File: config.mk
export PLATFORM = sky130hd
export DESIGN_NAME = sdr_proc_regs
export DESIGN_NICKNAME = d
export VERILOG_FILES = /design/src/common/sdr_pkg.sv /design/src/design/sdr_proc_regs.sv
export SDC_FILE = /design/constraint.sdc
export NUM_CORES = 1
export LEC_CHECK = 0
export ABC_AREA = 1
export BUFFER_PORTS_ARGS = -buffer_cell sky130_fd_sc_hd__buf_2
export CAP_MARGIN = 5
export CORE_MARGIN = 10
export CORE_UTILIZATION = 50
export DETAILED_ROUTE_END_ITERATION = 12
export PLACE_DENSITY = 0.8
export SYNTH_ARGS = -nofsm -noshare
export SYNTH_HDL_FRONTEND = slang
export SYNTH_SLANG_ARGS = --single-unit
File: constraint.sdc
create_clock -name i_clock -period 2.55 [get_ports i_clock]
set_clock_uncertainty 0.15 [all_clocks]
set_input_delay 0.51 -clock i_clock [delete_from_list [all_inputs] [get_ports i_clock]]
set_output_delay 0.51 -clock i_clock [all_outputs]
set_load 0.03 [all_outputs]
File: src/common/sdr_pkg.sv
// Package for the video processing control and status register bank.
// Assumes a word-level register port fed by the serial host port deserialiser.
// Operation
// - Delay line output is asserted only while control bit 14 is set; resets low.
// - Bit 12 high forwards extracted EDH flags; low forwards the programmed flag word.
// - Bit 11 reads ancillary insertion state, high meaning disabled; host cannot write it.
// - Bit 9 high disables Level A to B conversion; resets to one.
// - Bit 8 selects active picture timing when low, SMPTE H timing when high.
// - Bit 6 high stops payload identifier packet insertion.
// - Bit 5 high passes illegal code words unchanged.
// - Bit 4 high stops EDH check correction and insertion.
// - Bit 3 high stops ancillary checksum recalculation and insertion.
// - Bit 2 high stops HD and 3G per-line check word insertion.
// - Bit 1 high stops HD and 3G line number insertion.
// - Bit 0 high stops timing reference word insertion.
// - Error bit 6 shows timing reference protection errors.
// - Error bit 4 flags checksum error, refreshed at every checksum word.
// - Checksum flag stays clear for values 000h-003h and 3FCh-3FFh.
// - Error bit 5 acts like bit 4 but updates only on EDH packets.
// - Error bit 3 shows unrecognised standard for conversion.
// - Error bit 2 shows raster timing disagreeing with payload identifier.
// - Error bit 1 shows missing incoming payload identifier packet.
// - Error bit 0 shows PLL not locked.
// - Extracted EDH word holds ancillary, full-field, active-picture groups in 14-10, 9-5, 4-0.

package sdr_pkg;

    // Register word indices on the host port
    localparam logic [11:0] ADDR_VIDEO_PROCESSING_CONTROL = 12'h000;
    localparam logic [11:0] ADDR_ERROR_STATUS_FLAGS       = 12'h001;
    localparam logic [11:0] ADDR_EXTRACTED_EDH_FLAGS      = 12'h002;

    // Control word field positions
    localparam int CTL_DELAY_LINE_EN      = 14;
    localparam int CTL_EDH_FLAG_SOURCE    = 12;
    localparam int CTL_ANC_INSERT_OFF     = 11;
    localparam int CTL_LEVEL_AB_CONV_OFF  = 9;
    localparam int CTL_H_TIMING_SEL       = 8;
    localparam int CTL_PAYLOAD_ID_OFF     = 6;
    localparam int CTL_BAD_CODE_REMAP_OFF = 5;
    localparam int CTL_EDH_CHECK_OFF      = 4;
    localparam int CTL_ANC_CHECKSUM_OFF   = 3;
    localparam int CTL_LINE_CHECK_OFF     = 2;
    localparam int CTL_LINE_NUMBER_OFF    = 1;
    localparam int CTL_TIMING_REF_OFF     = 0;

    // Host-writable bits of the control word, and its reset value
    localparam logic [15:0] CTL_WRITE_MASK = 16'h537f;
    localparam logic [15:0] CTL_RESET      = 16'h0200;

    // Error status field positions
    localparam int ERR_TIMING_REF_PROTECT = 6;
    localparam int ERR_EDH_PACKET_CSUM    = 5;
    localparam int ERR_ANC_CSUM           = 4;
    localparam int ERR_FORMAT             = 3;
    localparam int ERR_TIMING             = 2;
    localparam int ERR_PAYLOAD_ID_MISSING = 1;
    localparam int ERR_PLL_LOCK           = 0;
    localparam logic [15:0] ERR_RESET     = 16'h0000;

    // Extracted EDH word layout
    localparam int EDH_ANC_LSB     = 10;
    localparam int EDH_FF_LSB      = 5;
    localparam int EDH_AP_LSB      = 0;
    localparam int EDH_FLAG_WIDTH  = 15;
    localparam logic [14:0] EDH_RESET = 15'h0000;

    // Protected checksum value ranges
    localparam logic [9:0] CSUM_LOW_MAX  = 10'h003;
    localparam logic [9:0] CSUM_HIGH_MIN = 10'h3fc;

    // Read return buffer depth
    localparam int RBUF_DEPTH = 2;

endpackage : sdr_pkg

File: src/design/sdr_proc_regs.sv
// Control and status register bank of the transmitter video processing path.
// Assumes the serial host port has been deserialised into word requests on i_clock,
// and that all status inputs are synchronous to i_clock.
`timescale 1ns/1ns

module sdr_proc_regs
    import sdr_pkg::*;
(
    input  wire logic        i_clock,
    input  wire logic        i_arst_n,
    input  wire logic        i_clk_en,
    // Word-level host register port
    input  wire logic [11:0] i_reg_addr,
    input  wire logic        i_reg_wr,
    input  wire logic [15:0] i_reg_wdata,
    input  wire logic        i_reg_rd,
    output logic             o_reg_rd_ready,
    output logic             o_reg_rvalid,
    output logic [15:0]      o_reg_rdata,
    input  wire logic        i_reg_rready,
    // Processing path state
    input  wire logic        i_anc_insert_off,
    input  wire logic        i_timing_ref_protect_err,
    input  wire logic        i_csum_word,
    input  wire logic [9:0]  i_csum_value,
    input  wire logic        i_csum_mismatch,
    input  wire logic        i_csum_is_edh,
    input  wire logic        i_format_err,
    input  wire logic        i_timing_err,
    input  wire logic        i_payload_id_missing_err,
    input  wire logic        i_pll_unlocked,
    input  wire logic        i_edh_ext_valid,
    input  wire logic [14:0] i_edh_ext_flags,
    input  wire logic [14:0] i_edh_pgm_flags,
    // Processing step controls
    output logic             o_delay_line_en,
    output logic             o_level_ab_conv_off,
    output logic             o_h_timing_sel,
    output logic             o_payload_id_insert_off,
    output logic             o_bad_code_remap_off,
    output logic             o_edh_check_insert_off,
    output logic             o_anc_checksum_insert_off,
    output logic             o_line_check_insert_off,
    output logic             o_line_number_insert_off,
    output logic             o_timing_ref_insert_off,
    output logic [14:0]      o_edh_flags_out
);

    logic [15:0] ctl_r;
    logic        tref_err_r;
    logic [3:0]  low_err_r;
    logic        anc_csum_err_r;
    logic        edh_csum_err_r;
    logic [15:0] err_word;
    logic [14:0] edh_ext_r;
    logic [14:0] edh_out_r;
    logic        csum_bad;

    // Read decode shared by the return buffer; unmapped words read zero
    function automatic logic [15:0] read_word(input logic [11:0] addr,
                                              input logic [15:0] ctl,
                                              input logic        anc_off,
                                              input logic [15:0] err,
                                              input logic [14:0] edh);
        logic [15:0] word;
        word = 16'h0000;
        unique case (addr)
            ADDR_VIDEO_PROCESSING_CONTROL:
            begin
                word = ctl & CTL_WRITE_MASK;
                word[CTL_ANC_INSERT_OFF] = anc_off;
            end
            ADDR_ERROR_STATUS_FLAGS:
            begin
                word = err;
            end
            ADDR_EXTRACTED_EDH_FLAGS:
            begin
                word = {1'b0, edh};
            end
            default:
            begin
                word = 16'h0000;
            end
        endcase
        return word;
    endfunction : read_word

    // Protected range check keeps reserved checksum codes from raising errors
    function automatic logic csum_protected(input logic [9:0] value);
        return (value <= CSUM_LOW_MAX) || (value >= CSUM_HIGH_MIN);
    endfunction : csum_protected

    assign csum_bad = i_csum_mismatch && !csum_protected(i_csum_value);

    // Control word: only writable bits change, bit 11 and reserved bits stay zero here
    always_ff @(posedge i_clock or negedge i_arst_n)
    begin
        if (!i_arst_n)
        begin
            ctl_r <= CTL_RESET;
        end
        else if (i_clk_en && i_reg_wr && i_reg_addr == ADDR_VIDEO_PROCESSING_CONTROL)
        begin
            ctl_r <= i_reg_wdata & CTL_WRITE_MASK;
        end
    end

    // Level status bits follow the path on every cycle with i_clk_en high
    always_ff @(posedge i_clock or negedge i_arst_n)
    begin
        if (!i_arst_n)
        begin
            tref_err_r <= ERR_RESET[ERR_TIMING_REF_PROTECT];
            low_err_r  <= ERR_RESET[3:0];
        end
        else if (i_clk_en)
        begin
            tref_err_r                        <= i_timing_ref_protect_err;
            low_err_r[ERR_FORMAT]             <= i_format_err;
            low_err_r[ERR_TIMING]             <= i_timing_err;
            low_err_r[ERR_PAYLOAD_ID_MISSING] <= i_payload_id_missing_err;
            low_err_r[ERR_PLL_LOCK]           <= i_pll_unlocked;
        end
    end

    // Checksum flags hold between checksum words; the EDH one only moves on EDH packets
    always_ff @(posedge i_clock or negedge i_arst_n)
    begin
        if (!i_arst_n)
        begin
            anc_csum_err_r <= ERR_RESET[ERR_ANC_CSUM];
            edh_csum_err_r <= ERR_RESET[ERR_EDH_PACKET_CSUM];
        end
        else if (i_clk_en && i_csum_word)
        begin
            anc_csum_err_r <= csum_bad;
            if (i_csum_is_edh)
            begin
                edh_csum_err_r <= csum_bad;
            end
        end
    end

    // Error word assembled from its flags; each flag has one owning process
    assign err_word = {9'h000, tref_err_r, edh_csum_err_r, anc_csum_err_r, low_err_r};

    // Extracted EDH flags captured whenever an incoming EDH packet is decoded
    always_ff @(posedge i_clock or negedge i_arst_n)
    begin
        if (!i_arst_n)
        begin
            edh_ext_r <= EDH_RESET;
        end
        else if (i_clk_en && i_edh_ext_valid)
        begin
            edh_ext_r <= i_edh_ext_flags;
        end
    end

    // Outgoing EDH flag source, registered so the inserter sees a stable word
    always_ff @(posedge i_clock or negedge i_arst_n)
    begin
        if (!i_arst_n)
        begin
            edh_out_r <= EDH_RESET;
        end
        else if (i_clk_en)
        begin
            edh_out_r <= ctl_r[CTL_EDH_FLAG_SOURCE] ? edh_ext_r : i_edh_pgm_flags;
        end
    end

    // Step controls straight from the control flip-flops
    assign o_delay_line_en           = ctl_r[CTL_DELAY_LINE_EN];
    assign o_level_ab_conv_off       = ctl_r[CTL_LEVEL_AB_CONV_OFF];
    assign o_h_timing_sel            = ctl_r[CTL_H_TIMING_SEL];
    assign o_payload_id_insert_off   = ctl_r[CTL_PAYLOAD_ID_OFF];
    assign o_bad_code_remap_off      = ctl_r[CTL_BAD_CODE_REMAP_OFF];
    assign o_edh_check_insert_off    = ctl_r[CTL_EDH_CHECK_OFF];
    assign o_anc_checksum_insert_off = ctl_r[CTL_ANC_CHECKSUM_OFF];
    assign o_line_check_insert_off   = ctl_r[CTL_LINE_CHECK_OFF];
    assign o_line_number_insert_off  = ctl_r[CTL_LINE_NUMBER_OFF];
    assign o_timing_ref_insert_off   = ctl_r[CTL_TIMING_REF_OFF];
    assign o_edh_flags_out           = edh_out_r;

    // Two-entry read return buffer so a stalled serialiser loses no word
    logic [15:0] rbuf_mem [RBUF_DEPTH];
    logic        wr_ptr_r;
    logic        rd_ptr_r;
    logic [1:0]  count_r;
    logic        push;
    logic        pop;

    assign o_reg_rd_ready = (count_r != 2'(RBUF_DEPTH));    // Back-pressure to the port
    assign o_reg_rvalid   = (count_r != 2'd0);
    assign push           = i_clk_en && i_reg_rd && o_reg_rd_ready;
    assign pop            = i_clk_en && o_reg_rvalid && i_reg_rready;

    // Storage written at the push pointer; no reset needed as count guards reads
    always_ff @(posedge i_clock)
    begin
        if (push)
        begin
            rbuf_mem[wr_ptr_r] <= read_word(i_reg_addr, ctl_r, i_anc_insert_off,
                                            err_word, edh_ext_r);
        end
    end

    // Pointers and occupancy
    always_ff @(posedge i_clock or negedge i_arst_n)
    begin
        if (!i_arst_n)
        begin
            wr_ptr_r <= 1'b0;
            rd_ptr_r <= 1'b0;
            count_r  <= 2'd0;
        end
        else
        begin
            if (push)
            begin
                wr_ptr_r <= ~wr_ptr_r;
            end
            if (pop)
            begin
                rd_ptr_r <= ~rd_ptr_r;
            end
            if (push && !pop)
            begin
                count_r <= count_r + 2'd1;
            end
            else if (pop && !push)
            begin
                count_r <= count_r - 2'd1;
            end
        end
    end

    // Head word registered in the memory; zero while empty so the bus never shows X
    assign o_reg_rdata = o_reg_rvalid ? rbuf_mem[rd_ptr_r] : 16'h0000;

endmodule : sdr_proc_regs

# Word-level counts from Yosys, hierarchy flattened
# Memories as Yosys holds them, arrays and structs flattened.
# Index checks and enable logic that the tools add are counted.
# W data, S select, Z words.
[totals]
regBits = 52
latch_bits = 0
ram_bits = 32
mem_bits_ro = 0
inputBits = 84
out_inout_bits = 43
wordCells = 47
memories = 1
[mem_list]
columns = ["name", "depth", "word_bits", "rd", "rd_clocked_by_memory_dff", "wr", "line", "text"]
rows = [
  ["rbuf_mem", 2, 16, 1, 0, 1, "sdr_proc_regs.sv:188", "logic [15:0] rbuf_mem [RBUF_DEPTH];"],
]
[classes]
n_addsub = 2
mul = 0
div = 0
magnitude_cmp = 2
eq_ne = 3
shifts = 0
mux = 8
bitwise_logic = 2
n_reduce_logical = 19
[ops]
columns = ["op", "n"]
rows = [
  ["$pmux W15 S3", 1],
  ["$mux W16", 2],
  ["$mux W15", 1],
  ["$eq A12 B1 Y1 const B", 1],
  ["$eq A12 B2 Y1 const B", 1],
  ["$logic_not A12 Y1", 1],
  ["$logic_and A1 B1 Y1", 11],
  ["$ge A10 B10 Y1 const B", 1],
  ["$le A10 B2 Y1 const B", 1],
  ["$mux W2", 2],
  ["$reduce_bool A2 Y1", 2],
  ["$logic_not A1 Y1", 3],
  ["$add A2 B1 Y2 const B", 1],
  ["$mux W1", 2],
  ["$ne A2 B2 Y1 const B", 1],
  ["$not A1 Y1", 2],
  ["$reduce_and A2 Y1", 1],
  ["$sub A2 B1 Y2 const B", 1],
  ["$logic_or A1 B1 Y1", 1],
]

# Logic depth before layout (Yosys ltp)
[logic_depth]
word_depth = 6
depth_mapped = 8
depth_no_buf = 8

# Worst setup path after synthesis
# Ideal clock, no wire load.
[synth_timing]
path_kind = "register to output"
from = "register count_r[0]"
to = "output o_reg_rdata[10]"
t_arrival_ns = 1.483
t_required_ns = 1.890
path_slack_ns = 0.407
stages_incl_launch_ff = 6
path_buffers = 1
cell_sequence = "dfrtp_1 -> inv_1 -> nand2_1 -> inv_1 -> buf_2 -> a21oi_1"
[synth_between]
elab_chain_len = 2
[synth_rtl]
columns = ["element", "line", "text"]
rows = [
  ["start, declared", "sdr_proc_regs.sv:191", "logic [1:0] count_r;"],
  ["start signal, assigned", "sdr_proc_regs.sv:231", "count_r <= count_r + 2'd1;"],
  ["start signal, assigned", "sdr_proc_regs.sv:235", "count_r <= count_r - 2'd1;"],
  ["$reduce_bool A2 Y1", "sdr_proc_regs.sv:196", "assign o_reg_rvalid = (count_r != 2'd0);"],
  ["named net o_reg_rvalid", "sdr_proc_regs.sv:18", "output logic o_reg_rvalid,"],
  ["$mux W16", "sdr_proc_regs.sv:241", "assign o_reg_rdata = o_reg_rvalid ? rbuf_mem[rd_ptr_r] : 16'h0000;"],
  ["end, declared", "sdr_proc_regs.sv:19", "output logic [15:0] o_reg_rdata,"],
]
# The timed path passes the listed nets, and every way through them passes these cells.

# Final worst setup path
[layout_timing]
from = "register count_r[0]"
to = "output o_reg_rdata[4]"
[layout_between]
elab_chain_len = 2
[layout_rtl]
columns = ["element", "line"]
rows = [
  ["$reduce_bool A2 Y1", "sdr_proc_regs.sv:196"],
  ["$mux W16", "sdr_proc_regs.sv:241"],
]
# Every way passes these cells.

==> flow_summary.ini <==
[outcome]
status = finished, final reports clean

[clock_network]
cts_setup_buffers = 0
clkSinkCount = 82
cts_root_buffer = clkbuf_8
postCtsResizedCells = 0
clkTransAtPathRegs_ps = 90
cts.htree.levels = 3
cts_tree = done
ctsHoldBuffers = 0
cts_made_buffers = 9
clock_path_buffers = 2
clk_latency_ps = 360

[routing]
final_antenna_net_count = 0
vias_per_cell = 5.02
num_vias = 3071
first_pass_iters = 4
drcViolationCount = 0
routedWlPerCell_um = 15.5
drt_first_iter_violations = 148
routed_wl_um = 9500

[setup_path]
worstSetupStartpointType = flop
slowest_delay_ps = 390
arrival_ps = 1670
slowest_stage = dfrtp_1
crit_type = reg2out
crit_required_ps = 1890
end_kind = output port
path_common_cell = inv_1
cp_cell_sequence = inv_1 -> nand2_1 -> inv_1 -> a21oi_1 -> buf_2
cp_max_fo = 15

[yosys]
ys_ff_latch = 82
synth_cell_types = 26
synth_area_mm2 = 0.00373
synth_top_area_share_pct = 34.2
avgSynthCellArea_um2 = 9.55
syn_nets = 476
synth-warning-count = 0
synth-seq-area-share_pct = 59.0
synthTopCellsByArea = dfrtp_1 34%, edfxtp_1 24%, nand2_1 11%, nand3_1 5.4%, mux2_2 3.9%
yosysTopAreaCell = dfrtp_1
synthCells = 391

[timing]
period_share_pct = 91.3
slew_viol_final = 0
setup_viol = 0
max_slew_margin_pct = 56.2
fmax_ghz = 0.430
rsz0062_at_grt = false
hold_violations = 0
tns_ps = 0
period_needed_ps = 2330
worstMarginPinSlew_ps = 657

[power]
p_leak_nw = 2.27
power.density_mw_per_mm2 = 775
peakVddDrop_mv = 0.323
p_switching_mw = 1.30
power_frac_seq_pct = 44.9
power_switching_share_pct = 36.7
combPwrFrac_pct = 29.3
pwr-share-clk_pct = 25.9
p_int_mw = 2.25

[floorplan]
initial_core_util_pct = 51.5
coreArea_mm2 = 0.00725
dieWidth_um = 106
die_h_um = 106
top_level_ports = 127
rows = 31
die_area_mm2 = 0.0113

[finish]
diodes = 0
final_common_cell = buf_2
drive_gt1_share_pct = 31.6
fin_cells = 612
syn2layout_area_growth_pct = 22.7
layout.nets = 593
final_cell_mix = 118 x buf_2, 111 x nand2_1, 51 x dfrtp_1, 40 x nand3_1, 36 x nor2_1

[worst_hold_path]
min_path_type = in2async

[global_route]
grt-ovfl-total = 0
grt_max_degree = 53
antenna_found_initial = 0
first_global_vias = 3164
grt.total_usage_pct = 16.7
grt_pass1_wl_um = 15200

[run]
cap_violations = 0

[placed_design]
place_congestion = 0.757
dp_cells = 596
hpwl_um = 7250
numPortBuffers = 118
[synthesized netlist by cell type]
| cell type | count |
|---|---|
| conb_1 | 1 |
| a31oi_1 | 15 |
| nor2_1 | 36 |
| nor2_4 | 1 |
| mux2_1 | 4 |
| inv_1 | 24 |
| nand3_1 | 40 |
| nand3_2 | 1 |
| mux2_2 | 13 |
| dfrtp_1 | 51 |
| dfstp_2 | 1 |
| nand2_1 | 111 |
| buf_4 | 9 |
| nand4_1 | 13 |
| buf_6 | 1 |
| nor2_2 | 1 |
| clkbuf_1 | 1 |
| nand2_2 | 1 |
| buf_2 | 11 |
| xnor2_1 | 1 |
| a21oi_1 | 19 |
| clkinv_1 | 1 |
| xor2_1 | 2 |
| o21ai_0 | 2 |
| edfxtp_1 | 30 |
| ha_1 | 1 |
[path summary, 6_finish.rpt]
kind	slack, ps	cells after the start	startpoint	endpoint
worst max register to register	820	8	count_r[0]	count_r[1]
max in group asynchronous	1700	2	i_arst_n	ctl_r[1]
worst max-delay path	220	5	count_r[0]	o_reg_rdata[4]
worst min register to register	330	1	count_r[0]	count_r[0]
min in group i_clock	200	2	i_edh_ext_flags[8]	edh_ext_r[8]
worst min-delay path	100	2	i_arst_n	o_edh_flags_out[7]
[flip-flops by register name, indices dropped and copies added, names as in the netlist]
signal	cells
wr_ptr_r	1
anc_csum_err_r	1
edh_ext_r	15
o_edh_flags_out	15
count_r	2
rbuf_mem	30
tref_err_r	1
edh_csum_err_r	1
low_err_r	4
ctl_r	11
rd_ptr_r	1
[kinds of logic after synthesis]
kind of cell,share of synthesized area (%)
multiplexers,5.13
XOR/XNOR,0.704
adder cells (fa/ha/maj),0.335
other,0.100
AO/OA/AOI/OAI,5.33
flip-flops,59.0
buffers and inverters,6.20
AND/OR/NAND/NOR,23.2
[power groups by stage]
stage,logic (mW),registers (mW),clock network (mW)
finish,1.04,1.59,0.919
global route,1.15,1.61,0.976
CTS,1.06,1.59,0.923
detailed placement,1.05,1.62,0
global placement,1.03,1.61,0
floorplan,0.675,1.64,0
[metrics by stage]
stage / hold slack [ps] / util [%] / worst slack [ps] / power, mW / area [µm²]
4_1_cts: 132 / 63.2 / 227 / 3.57 / 4580
6_report: 99.2 / 63.2 / 222 / 3.55 / 4580
5_1_grt: 145 / 63.2 / 84.8 / 3.73 / 4580
2_1_floorplan: 64.4 / - / 407 / 2.32 / 3730
3_5_place_dp: 320 / 60.5 / 602 / 2.67 / 4390
3_3_place_gp: 310 / 60.5 / 648 / 2.64 / 4390
[area by class of cell]
cell class	count	area (µm²)
inverter	25	93.8
clock inverter	6	46.3
sequential	82	2200
timing repair buffer	128	666
clock buffer	10	149
multi-input combinational	262	1300
tap	99	124
fill	592	2670
[metal layers]
metal | track usage [%] | wire length (µm) | vias up
li1 | - | - | 1539
met1 | 19.4 | 3770 | 1418
met2 | 28.1 | 4880 | 96
met3 | 5.19 | 648 | 18
met4 | 6.38 | 194 | 0
met5 | 0 | 0 | -
[critical path: cells and delay by family (launching register included)]
family          cells  cell delay [ps]
simple gates        1              100
buf+inv             3              680
compound gates      1              130
flops               1              390
(Power assumes the default switching activity.)
